==> src/hw/bdo_pkg.sv <==
// Package for the buzzer divider output block
// Assumes a 100 MHz system clock and an APB register bus
package bdo_pkg;
  // ==========================================================
  // Register map
  localparam logic [11:0] ADDR_CONTROL = 12'h038;
  localparam logic [11:0] ADDR_MODE = 12'h03c;
  localparam int CONTROL_WIDTH = 8;
  localparam logic [7:0] CONTROL_RESET = 8'h00;
  localparam int BIT_ENABLE = 2;
  localparam int RATE_LSB = 0;
  localparam int RATE_WIDTH = 2;
  localparam int BIT_SRC_SEL = 0;
  localparam int MODE_LSB = 1;
  localparam int MODE_WIDTH = 3;
  localparam logic [31:0] MODE_RESET = 32'h0000_0000;
  // ==========================================================
  // Divider taps
  localparam int GEAR_TAP_BASE = 12;
  localparam int SLOW_TAP_BASE = 5;
  localparam int PRESCALE_WIDTH = 12;
  localparam int SLOW_DIV_WIDTH = 5;
  // ==========================================================
  // Operating modes
  typedef enum logic [2:0] {
    BDO_NORMAL,
    BDO_IDLE,
    BDO_SLOW,
    BDO_LIGHT_SLEEP,
    BDO_STOP,
    BDO_DEEP_IDLE,
    BDO_DEEP_SLEEP
  } bdo_mode_t;
  localparam logic [2:0] MODE_STOP_CODE = 3'h4;
endpackage

==> src/hw/bdo_prescaler.sv <==
// Free-running prescaler with gear and slow-clock taps
// Assumes a one-cycle slow tick from the synchroniser
`timescale 1ns/1ns
`default_nettype none
module bdo_prescaler #(
  parameter int GEAR_W = bdo_pkg::PRESCALE_WIDTH,
  parameter int SLOW_W = bdo_pkg::SLOW_DIV_WIDTH
) (
  // Clock and reset
  input wire logic i_clk,
  input wire logic i_resetn,
  // Slow tick and taps
  input wire logic i_slow_tick,
  output logic [GEAR_W-1:0] o_gear_count,
  output logic [SLOW_W-1:0] o_slow_count
);
  logic [GEAR_W-1:0] gear_count;
  logic [GEAR_W-1:0] next_gear_count;
  logic [SLOW_W-1:0] slow_count;
  logic [SLOW_W-1:0] next_slow_count;

  // ==========================================================
  // Counters run regardless of the output enable
  always_comb begin
    next_gear_count = gear_count + {{(GEAR_W-1){1'b0}}, 1'b1};
    next_slow_count = slow_count;
    if (i_slow_tick) begin
      next_slow_count = slow_count + {{(SLOW_W-1){1'b0}}, 1'b1};
    end
  end

  always_ff @(posedge i_clk) begin
    if (!i_resetn) begin
      gear_count <= '0;
      slow_count <= '0;
    end else begin
      gear_count <= next_gear_count;
      slow_count <= next_slow_count;
    end
  end

  assign o_gear_count = gear_count;
  assign o_slow_count = slow_count;
endmodule // bdo_prescaler
`default_nettype wire

==> src/hw/bdo_sync.sv <==
// Three-stage synchroniser for the low-frequency clock pin
// Assumes the pin is asynchronous to i_clk
`timescale 1ns/1ns
`default_nettype none
module bdo_sync (
  // Clock and reset
  input wire logic i_clk,
  input wire logic i_resetn,
  // Pin and result
  input wire logic i_pin,
  output logic o_level,
  output logic o_rise
);
  logic [2:0] stage;
  logic [2:0] next_stage;
  logic level;
  logic next_level;

  always_comb begin
    next_stage = {stage[1:0], i_pin};
    next_level = level;
    // Change counts only once second and third stage agree
    if (stage[1] == stage[2]) begin
      next_level = stage[2];
    end
  end

  always_ff @(posedge i_clk) begin
    if (!i_resetn) begin
      stage <= 3'h0;
      level <= 1'b0;
    end else begin
      stage <= next_stage;
      level <= next_level;
    end
  end

  assign o_level = level;
  assign o_rise = next_level & ~level;
endmodule // bdo_sync
`default_nettype wire

==> src/hw/bdo_top.sv <==
// Buzzer divider output: APB control register and tone pin
// Assumes i_clk is the gear clock and an APB master drives the bus
// Notes on behaviour
// - Tone output is a square wave with about 50% duty.
// - Gear source: rate codes 0..3 divide gear clock by 2^12..2^9.
// - Slow source: codes 0..2 divide slow clock by 2^5..2^3; 3 reserved.
// - Enable bit 1 lets the wave out, 0 blocks it.
// - While enabled the active-low pin carries the selected wave.
// - While disabled the pin rests high.
// - Entering stop or deep modes clears enable, keeps rate select.
// - Such mode entry returns the pin high.
// - Prescaler runs regardless of enable; first pulse may be short.
// - Mode entry mid-cycle may leave a truncated last pulse.
// - Normal/slow switches may give odd periods meanwhile.
// - Slow source in normal mode jitters by synchronisation.
// - Control bits seven to three read as zero.
//
// Implementation choice: the APB register port.
`timescale 1ns/1ns
`default_nettype none
module bdo_top (
  // Clock and reset
  input wire logic i_clk,
  input wire logic i_resetn,
  // APB slave
  input wire logic i_psel,
  input wire logic i_penable,
  input wire logic i_pwrite,
  input wire logic [11:0] i_paddr,
  input wire logic [31:0] i_pwdata,
  output logic [31:0] o_prdata,
  output logic o_pready,
  output logic o_pslverr,
  // Clock sources
  input wire logic i_low_freq_clock,
  // Tone pin
  output logic o_tone_out_n
);
  localparam int GW = bdo_pkg::PRESCALE_WIDTH;
  localparam int SW = bdo_pkg::SLOW_DIV_WIDTH;

  logic tone_output_enable;
  logic next_tone_output_enable;
  logic [1:0] tone_rate_select;
  logic [1:0] next_tone_rate_select;
  logic slow_clock_source_select;
  logic next_slow_clock_source_select;
  bdo_pkg::bdo_mode_t mode;
  bdo_pkg::bdo_mode_t next_mode;
  logic tone_out_n;
  logic next_tone_out_n;
  logic [31:0] prdata;
  logic [31:0] next_prdata;
  logic slow_tick;
  logic [GW-1:0] gear_count;
  logic [SW-1:0] slow_count;
  logic use_slow;
  logic tap;
  logic wr;
  logic rd;
  logic hit_ctrl;
  logic hit_mode;
  logic deep_entry;

  // ==========================================================
  // Clock sources
  // Slow clock sampled into the gear domain, hence some jitter
  bdo_sync u_sync (
    .i_clk(i_clk),
    .i_resetn(i_resetn),
    .i_pin(i_low_freq_clock),
    .o_level(),
    .o_rise(slow_tick)
  );

  bdo_prescaler #(
    .GEAR_W(GW),
    .SLOW_W(SW)
  ) u_pre (
    .i_clk(i_clk),
    .i_resetn(i_resetn),
    .i_slow_tick(slow_tick),
    .o_gear_count(gear_count),
    .o_slow_count(slow_count)
  );

  // ==========================================================
  // Tap select
  // Slow modes always take the slow clock; switching taps mid-period
  // gives one odd period, accepted rather than resynchronising.
  always_comb begin
    use_slow = slow_clock_source_select ||
      (mode == bdo_pkg::BDO_SLOW) ||
      (mode == bdo_pkg::BDO_LIGHT_SLEEP);
    tap = 1'b0;
    if (use_slow) begin
      case (tone_rate_select)
        2'h0: tap = slow_count[bdo_pkg::SLOW_TAP_BASE-1];
        2'h1: tap = slow_count[bdo_pkg::SLOW_TAP_BASE-2];
        2'h2: tap = slow_count[bdo_pkg::SLOW_TAP_BASE-3];
        default: tap = 1'b0;
      endcase
    end else begin
      // Counter bit n toggles every 2^n cycles: 50% duty square wave
      case (tone_rate_select)
        2'h0: tap = gear_count[bdo_pkg::GEAR_TAP_BASE-1];
        2'h1: tap = gear_count[bdo_pkg::GEAR_TAP_BASE-2];
        2'h2: tap = gear_count[bdo_pkg::GEAR_TAP_BASE-3];
        default: tap = gear_count[bdo_pkg::GEAR_TAP_BASE-4];
      endcase
    end
  end

  // ==========================================================
  // APB decode
  // Zero wait states; unmapped addresses read zero with pslverr
  always_comb begin
    wr = i_psel && i_penable && i_pwrite;
    rd = i_psel && !i_penable && !i_pwrite;
    hit_ctrl = (i_paddr == bdo_pkg::ADDR_CONTROL);
    hit_mode = (i_paddr == bdo_pkg::ADDR_MODE);
  end

  // ==========================================================
  // Control and mode registers
  always_comb begin
    next_tone_output_enable = tone_output_enable;
    next_tone_rate_select = tone_rate_select;
    next_slow_clock_source_select = slow_clock_source_select;
    next_mode = mode;
    deep_entry = 1'b0;
    if (wr && hit_ctrl) begin
      next_tone_output_enable = i_pwdata[bdo_pkg::BIT_ENABLE];
      next_tone_rate_select =
        i_pwdata[bdo_pkg::RATE_LSB +: bdo_pkg::RATE_WIDTH];
    end
    if (wr && hit_mode) begin
      next_slow_clock_source_select = i_pwdata[bdo_pkg::BIT_SRC_SEL];
      case (i_pwdata[bdo_pkg::MODE_LSB +: bdo_pkg::MODE_WIDTH])
        3'h0: next_mode = bdo_pkg::BDO_NORMAL;
        3'h1: next_mode = bdo_pkg::BDO_IDLE;
        3'h2: next_mode = bdo_pkg::BDO_SLOW;
        3'h3: next_mode = bdo_pkg::BDO_LIGHT_SLEEP;
        3'h4: next_mode = bdo_pkg::BDO_STOP;
        3'h5: next_mode = bdo_pkg::BDO_DEEP_IDLE;
        3'h6: next_mode = bdo_pkg::BDO_DEEP_SLEEP;
        default: next_mode = mode;
      endcase
    end
    // Mode entry overrides a same-cycle enable write
    deep_entry = (next_mode != mode) &&
      ((next_mode == bdo_pkg::BDO_STOP) ||
       (next_mode == bdo_pkg::BDO_DEEP_IDLE) ||
       (next_mode == bdo_pkg::BDO_DEEP_SLEEP));
    if (deep_entry) begin
      next_tone_output_enable = 1'b0;
    end
  end

  // ==========================================================
  // Tone pin
  // Gating with no resync: a truncated last pulse is allowed
  always_comb begin
    next_tone_out_n = 1'b1;
    if (tone_output_enable) begin
      next_tone_out_n = ~tap;
    end
  end

  // ==========================================================
  // Read data
  always_comb begin
    next_prdata = 32'h0000_0000;
    if (rd && hit_ctrl) begin
      next_prdata[bdo_pkg::BIT_ENABLE] = tone_output_enable;
      next_prdata[bdo_pkg::RATE_LSB +: bdo_pkg::RATE_WIDTH] =
        tone_rate_select;
    end else if (rd && hit_mode) begin
      next_prdata[bdo_pkg::BIT_SRC_SEL] = slow_clock_source_select;
      next_prdata[bdo_pkg::MODE_LSB +: bdo_pkg::MODE_WIDTH] = mode;
    end
  end

  always_ff @(posedge i_clk) begin
    if (!i_resetn) begin
      tone_output_enable <= bdo_pkg::CONTROL_RESET[bdo_pkg::BIT_ENABLE];
      tone_rate_select <= bdo_pkg::CONTROL_RESET[1:0];
      slow_clock_source_select <= bdo_pkg::MODE_RESET[0];
      mode <= bdo_pkg::BDO_NORMAL;
      tone_out_n <= 1'b1;
      prdata <= 32'h0000_0000;
    end else begin
      tone_output_enable <= next_tone_output_enable;
      tone_rate_select <= next_tone_rate_select;
      slow_clock_source_select <= next_slow_clock_source_select;
      mode <= next_mode;
      tone_out_n <= next_tone_out_n;
      if (i_psel && !i_penable) begin
        prdata <= next_prdata;
      end
    end
  end

  assign o_prdata = prdata;
  assign o_pready = 1'b1;
  assign o_pslverr = i_psel && i_penable && !hit_ctrl && !hit_mode;
  assign o_tone_out_n = tone_out_n;
endmodule // bdo_top
`default_nettype wire

==> config.mk <==
export PLATFORM = sky130hd
export DESIGN_NAME = bdo_top
export DESIGN_NICKNAME = d
export VERILOG_FILES = /design/src/hw/bdo_pkg.sv /design/src/hw/bdo_prescaler.sv /design/src/hw/bdo_sync.sv /design/src/hw/bdo_top.sv
export SDC_FILE = /design/constraint.sdc
export NUM_CORES = 1
export LEC_CHECK = 0
export ABC_AREA = 1
export BUFFER_PORTS_ARGS = -buffer_cell sky130_fd_sc_hd__buf_4
export CAP_MARGIN = 5
export CORE_UTILIZATION = 47
export DETAILED_ROUTE_END_ITERATION = 8
export PLACE_DENSITY = 0.8
export RECOVER_POWER = 25
export SLEW_MARGIN = 20
export SYNTH_ARGS = -nofsm -noshare
export SYNTH_HDL_FRONTEND = slang
export SYNTH_SLANG_ARGS = --single-unit
==> constraint.sdc <==
create_clock -name i_clk -period 1.8 [get_ports i_clk]
set_input_delay 0.18 -clock i_clk [delete_from_list [all_inputs] [get_ports i_clk]]
set_output_delay 0.18 -clock i_clk [all_outputs]
set_load 0.005 [all_outputs]
==> results.py <==
metrics = {
    "status": {
        "outcome": "finished, final reports clean",
    },
    "pwr": {
        "p_total_w": 0.001407,
        "powerDensity_nw_per_um2": 672.3,
        "p_clk_frac": 0.371,
        "pwr-share-seq": 0.533,
        "switching_share": 0.2355,
        "p_leak_nw": 0.9189,
        "switchingPower_w": 0.0003313,
        "peakVddDrop_uv": 421.6,
        "comb_power_share": 0.096,
        "p_int_w": 0.001075,
    },
    "sta": {
        "finalSetupTns_ns": 0,
        "hold_viol": 0,
        "fin_crit_ns": 1.474,
        "clock_skew_ns": 0.002751,
        "fin_ws_ns": 0.3263,
        "report.final.slew_viol_count": 0,
        "setup_viol": 0,
        "fmax_mhz": 678.6,
        "relSlewSlack": 0.5430,
        "post-route-period-util": 0.8187,
        "grt_setup_unrepaired": "false",
        "worstMarginPinSlew_ns": 0.6855,
    },
    "grt": {
        "antenna_found_initial": 0,
        "grt_max_degree": 20,
        "grt_util_all_layers": 0.1716,
        "grt_pass1_vias": 1378,
        "grt_pass1_wl_um": 5658,
        "overflow": 0,
    },
    "yosys": {
        "syn_area_per_cell_um2": 7.128,
        "synthXorXnorAreaFrac": 0.009309,
        "yosysUniqueCellTypes": 33,
        "synth_top_area_share": 0.3511,
        "ys_warn_count": 0,
        "ys_ff_latch": 33,
        "synth_top_family_by_area": "simple AND/OR/NAND/NOR gates",
        "synth-simple-area-share": 0.2919,
        "syn_inst": 264,
        "synth_area_leaders": "dfxtp_1 (35%), buf_4 (12%), inv_1 (7.2%)",
        "synth-compound-area-share": 0.1257,
        "yosysTopAreaCell": "dfxtp_1",
        "syn_area_um2": 1882,
        "synthAdderAreaFrac": 0.01330,
        "yosysSeqAreaShare": 0.3511,
        "synthMuxAreaShare": 0,
    },
    "detailed_routing": {
        "drc_errors": 0,
        "antenna_left": 0,
        "drt-total-wl_um": 3256,
        "vias": 1584,
        "wire_per_inst_um": 9.520,
        "viasPerCell": 4.632,
        "drtIter0Drc": 115,
        "firstDrtPassIters": 4,
    },
    "critical_path": {
        "critPathMaxFanout": 3,
        "critical_path_class": "flop to flop",
        "cp_data_arrival_time_ns": 1.63,
        "end_kind": "flop",
        "required_ns": 1.95,
        "critPathLaunchType": "flop",
    },
    "clocking": {
        "cts_hold_buffers": 0,
        "clockBufferDepth": 2,
        "tritoncts": "yes",
        "insertion_delay_ns": 0.28,
        "cts_resized": 0,
        "cts.htree.levels": 2,
        "cts_root_buffer": "clkbuf_8",
        "cts_setup_buffers": 0,
        "clkTransAtPathRegs_ns": 0.06,
        "cts_made_buffers": 5,
        "cts.sinks": 33,
    },
    "final_layout": {
        "regArea_um2": 660.6,
        "fill_cells": 362,
        "multi_input_area_um2": 937.1,
        "drive_gt1_frac": 0.1667,
        "final_nets": 345,
        "syn_to_final_growth_pct": 11.17,
        "diodes": 0,
    },
    "placed_design": {
        "place_congestion": 0.8619,
        "place_hpwl_um": 2465,
        "portBuffers": 27,
        "pre_cts_ws_ns": 0.3356,
    },
    "floorplanning": {
        "start_util": 0.5027,
        "std_cell_rows": 22,
        "die-area_um2": 4261,
        "coreArea_um2": 3744,
        "io-pin-count": 85,
        "die_h_um": 65.28,
        "die_x_um": 65.28,
    },
    "hold_path": {
        "min_path_type": "input pin to flop",
    },
    "job": {
        "drv_cap": 0,
    },
}
layout make-up:
cell class | count | share of cell area
flip-flops and latches | 33 | 0.3158
multi-input cells | 186 | 0.4480
inverters | 40 | 0.07416
repair buffers | 27 | 0.09510
well taps | 48 | 0.02871
clock buffers | 8 | 0.03828
metrics by stage:
stage	hold slack (ns)	instance area [µm²]	cells	util
global route	0.1003	2092	342	0.5588
finish	0.07675	2092	342	0.5588
detailed placement	0.3677	2016	334	0.5384
global placement	0.3600	2016	334	0.5384
floorplan	0.2776	1983	291	-
CTS	0.07136	2096	342	0.5598
synthesized netlist by cell type (all sizes together):
cell,number
nand2,39
o31ai,1
nand3b,1
nand3,17
inv,39
clkbuf,1
o21a,3
o21ai,13
buf,31
nand4,5
ha,2
dfxtp,33
o311ai,1
nor3b,4
clkinv,1
nor3,5
nor2,41
a21oi,15
conb,2
o211ai,4
xor2,1
a31oi,3
xnor2,1
o2111ai,1
final timing paths:
kind                                                       start                                 to  slack, ns  cells past startpoint
worst min-delay path                            i_low_freq_clock         u_sync.stage[0]$_SDFF_PN0_       0.08                      3
worst min register to register        u_sync.stage[0]$_SDFF_PN0_         u_sync.stage[1]$_SDFF_PN0_       0.41                      2
worst max-delay path            u_pre.o_gear_count[0]$_SDFF_PN0_  u_pre.o_gear_count[10]$_SDFF_PN0_       0.33                      8
worst max register to register  u_pre.o_gear_count[0]$_SDFF_PN0_  u_pre.o_gear_count[10]$_SDFF_PN0_       0.33                      8
flip-flops by register name, summed over array words and instances (netlist names):
name and cells:
mode 3, o_prdata 4, o_tone_out_n 1, slow_clock_source_select 1, tone_output_enable 1, tone_rate_select 2
u_pre.o_gear_count 12, u_pre.o_slow_count 5, u_sync.o_level 1, u_sync.stage 3
placed cells by master (no fill, tap or decap):
cell | Yosys | routed
a31oi_1 | 3 | 3
nor2_2 | 4 | 4
nand3_4 | 1 | 1
nand3b_1 | 1 | 1
xor2_1 | 1 | 1
o21ai_1 | 1 | 1
o21a_1 | 3 | 3
nor3_2 | 2 | 2
nor3_1 | 3 | 3
nor2_1 | 33 | 33
clkbuf_8 | 0 | 5
xnor2_1 | 1 | 1
nand4_1 | 5 | 5
clkbuf_1 | 1 | 4
o21ai_0 | 12 | 12
nor2_4 | 4 | 4
conb_1 | 2 | 29
o311ai_0 | 1 | 1
buf_4 | 29 | 25
dfxtp_1 | 33 | 33
inv_2 | 3 | 3
clkbuf_4 | 0 | 1
clkinv_4 | 1 | 1
nor3b_1 | 4 | 4
o2111ai_1 | 1 | 1
ha_1 | 2 | 2
inv_1 | 36 | 36
o31ai_1 | 1 | 1
a21oi_1 | 15 | 15
nand2_2 | 3 | 3
nand2_1 | 36 | 36
o211ai_1 | 4 | 4
nand3_1 | 16 | 16
logic make-up after synthesis:
family / count (synthesis)
AO/OA/AOI/OAI: 41
XOR/XNOR: 2
adder cells (fa/ha/maj): 2
buffers and inverters: 72
flip-flops: 33
other: 2
AND/OR/NAND/NOR: 112
routing by layer:
metal	up-vias	GRT usage	routed length (µm)
met5	-	0	0
met4	0	0.08152	65
met3	7	0.04340	176
met2	48	0.2796	1520
met1	686	0.2094	1493
li1	843	-	-
power groups by stage:
| stage | combinational, W | sequential (W) | clock (W) |
|---|---|---|---|
| after global routing | 0.000155 | 0.000751 | 0.000568 |
| after global placement | 0.000133 | 0.000766 | 0 |
| after detailed placement | 0.000136 | 0.000766 | 0 |
| after CTS | 0.000137 | 0.000750 | 0.000537 |
| after floorplan | 0.000122 | 0.000765 | 0 |
| final | 0.000135 | 0.000750 | 0.000521 |
critical path: stages (launching register included):
cell     delay (ns)
dfxtp_1        0.35
ha_1           0.17
nand2_1        0.08
nor2_2         0.13
nand3_1        0.14
nor3_2         0.21
nand2_1        0.09
xor2_1         0.13
nor2_1         0.05
Power figures use the tool's default switching activity.
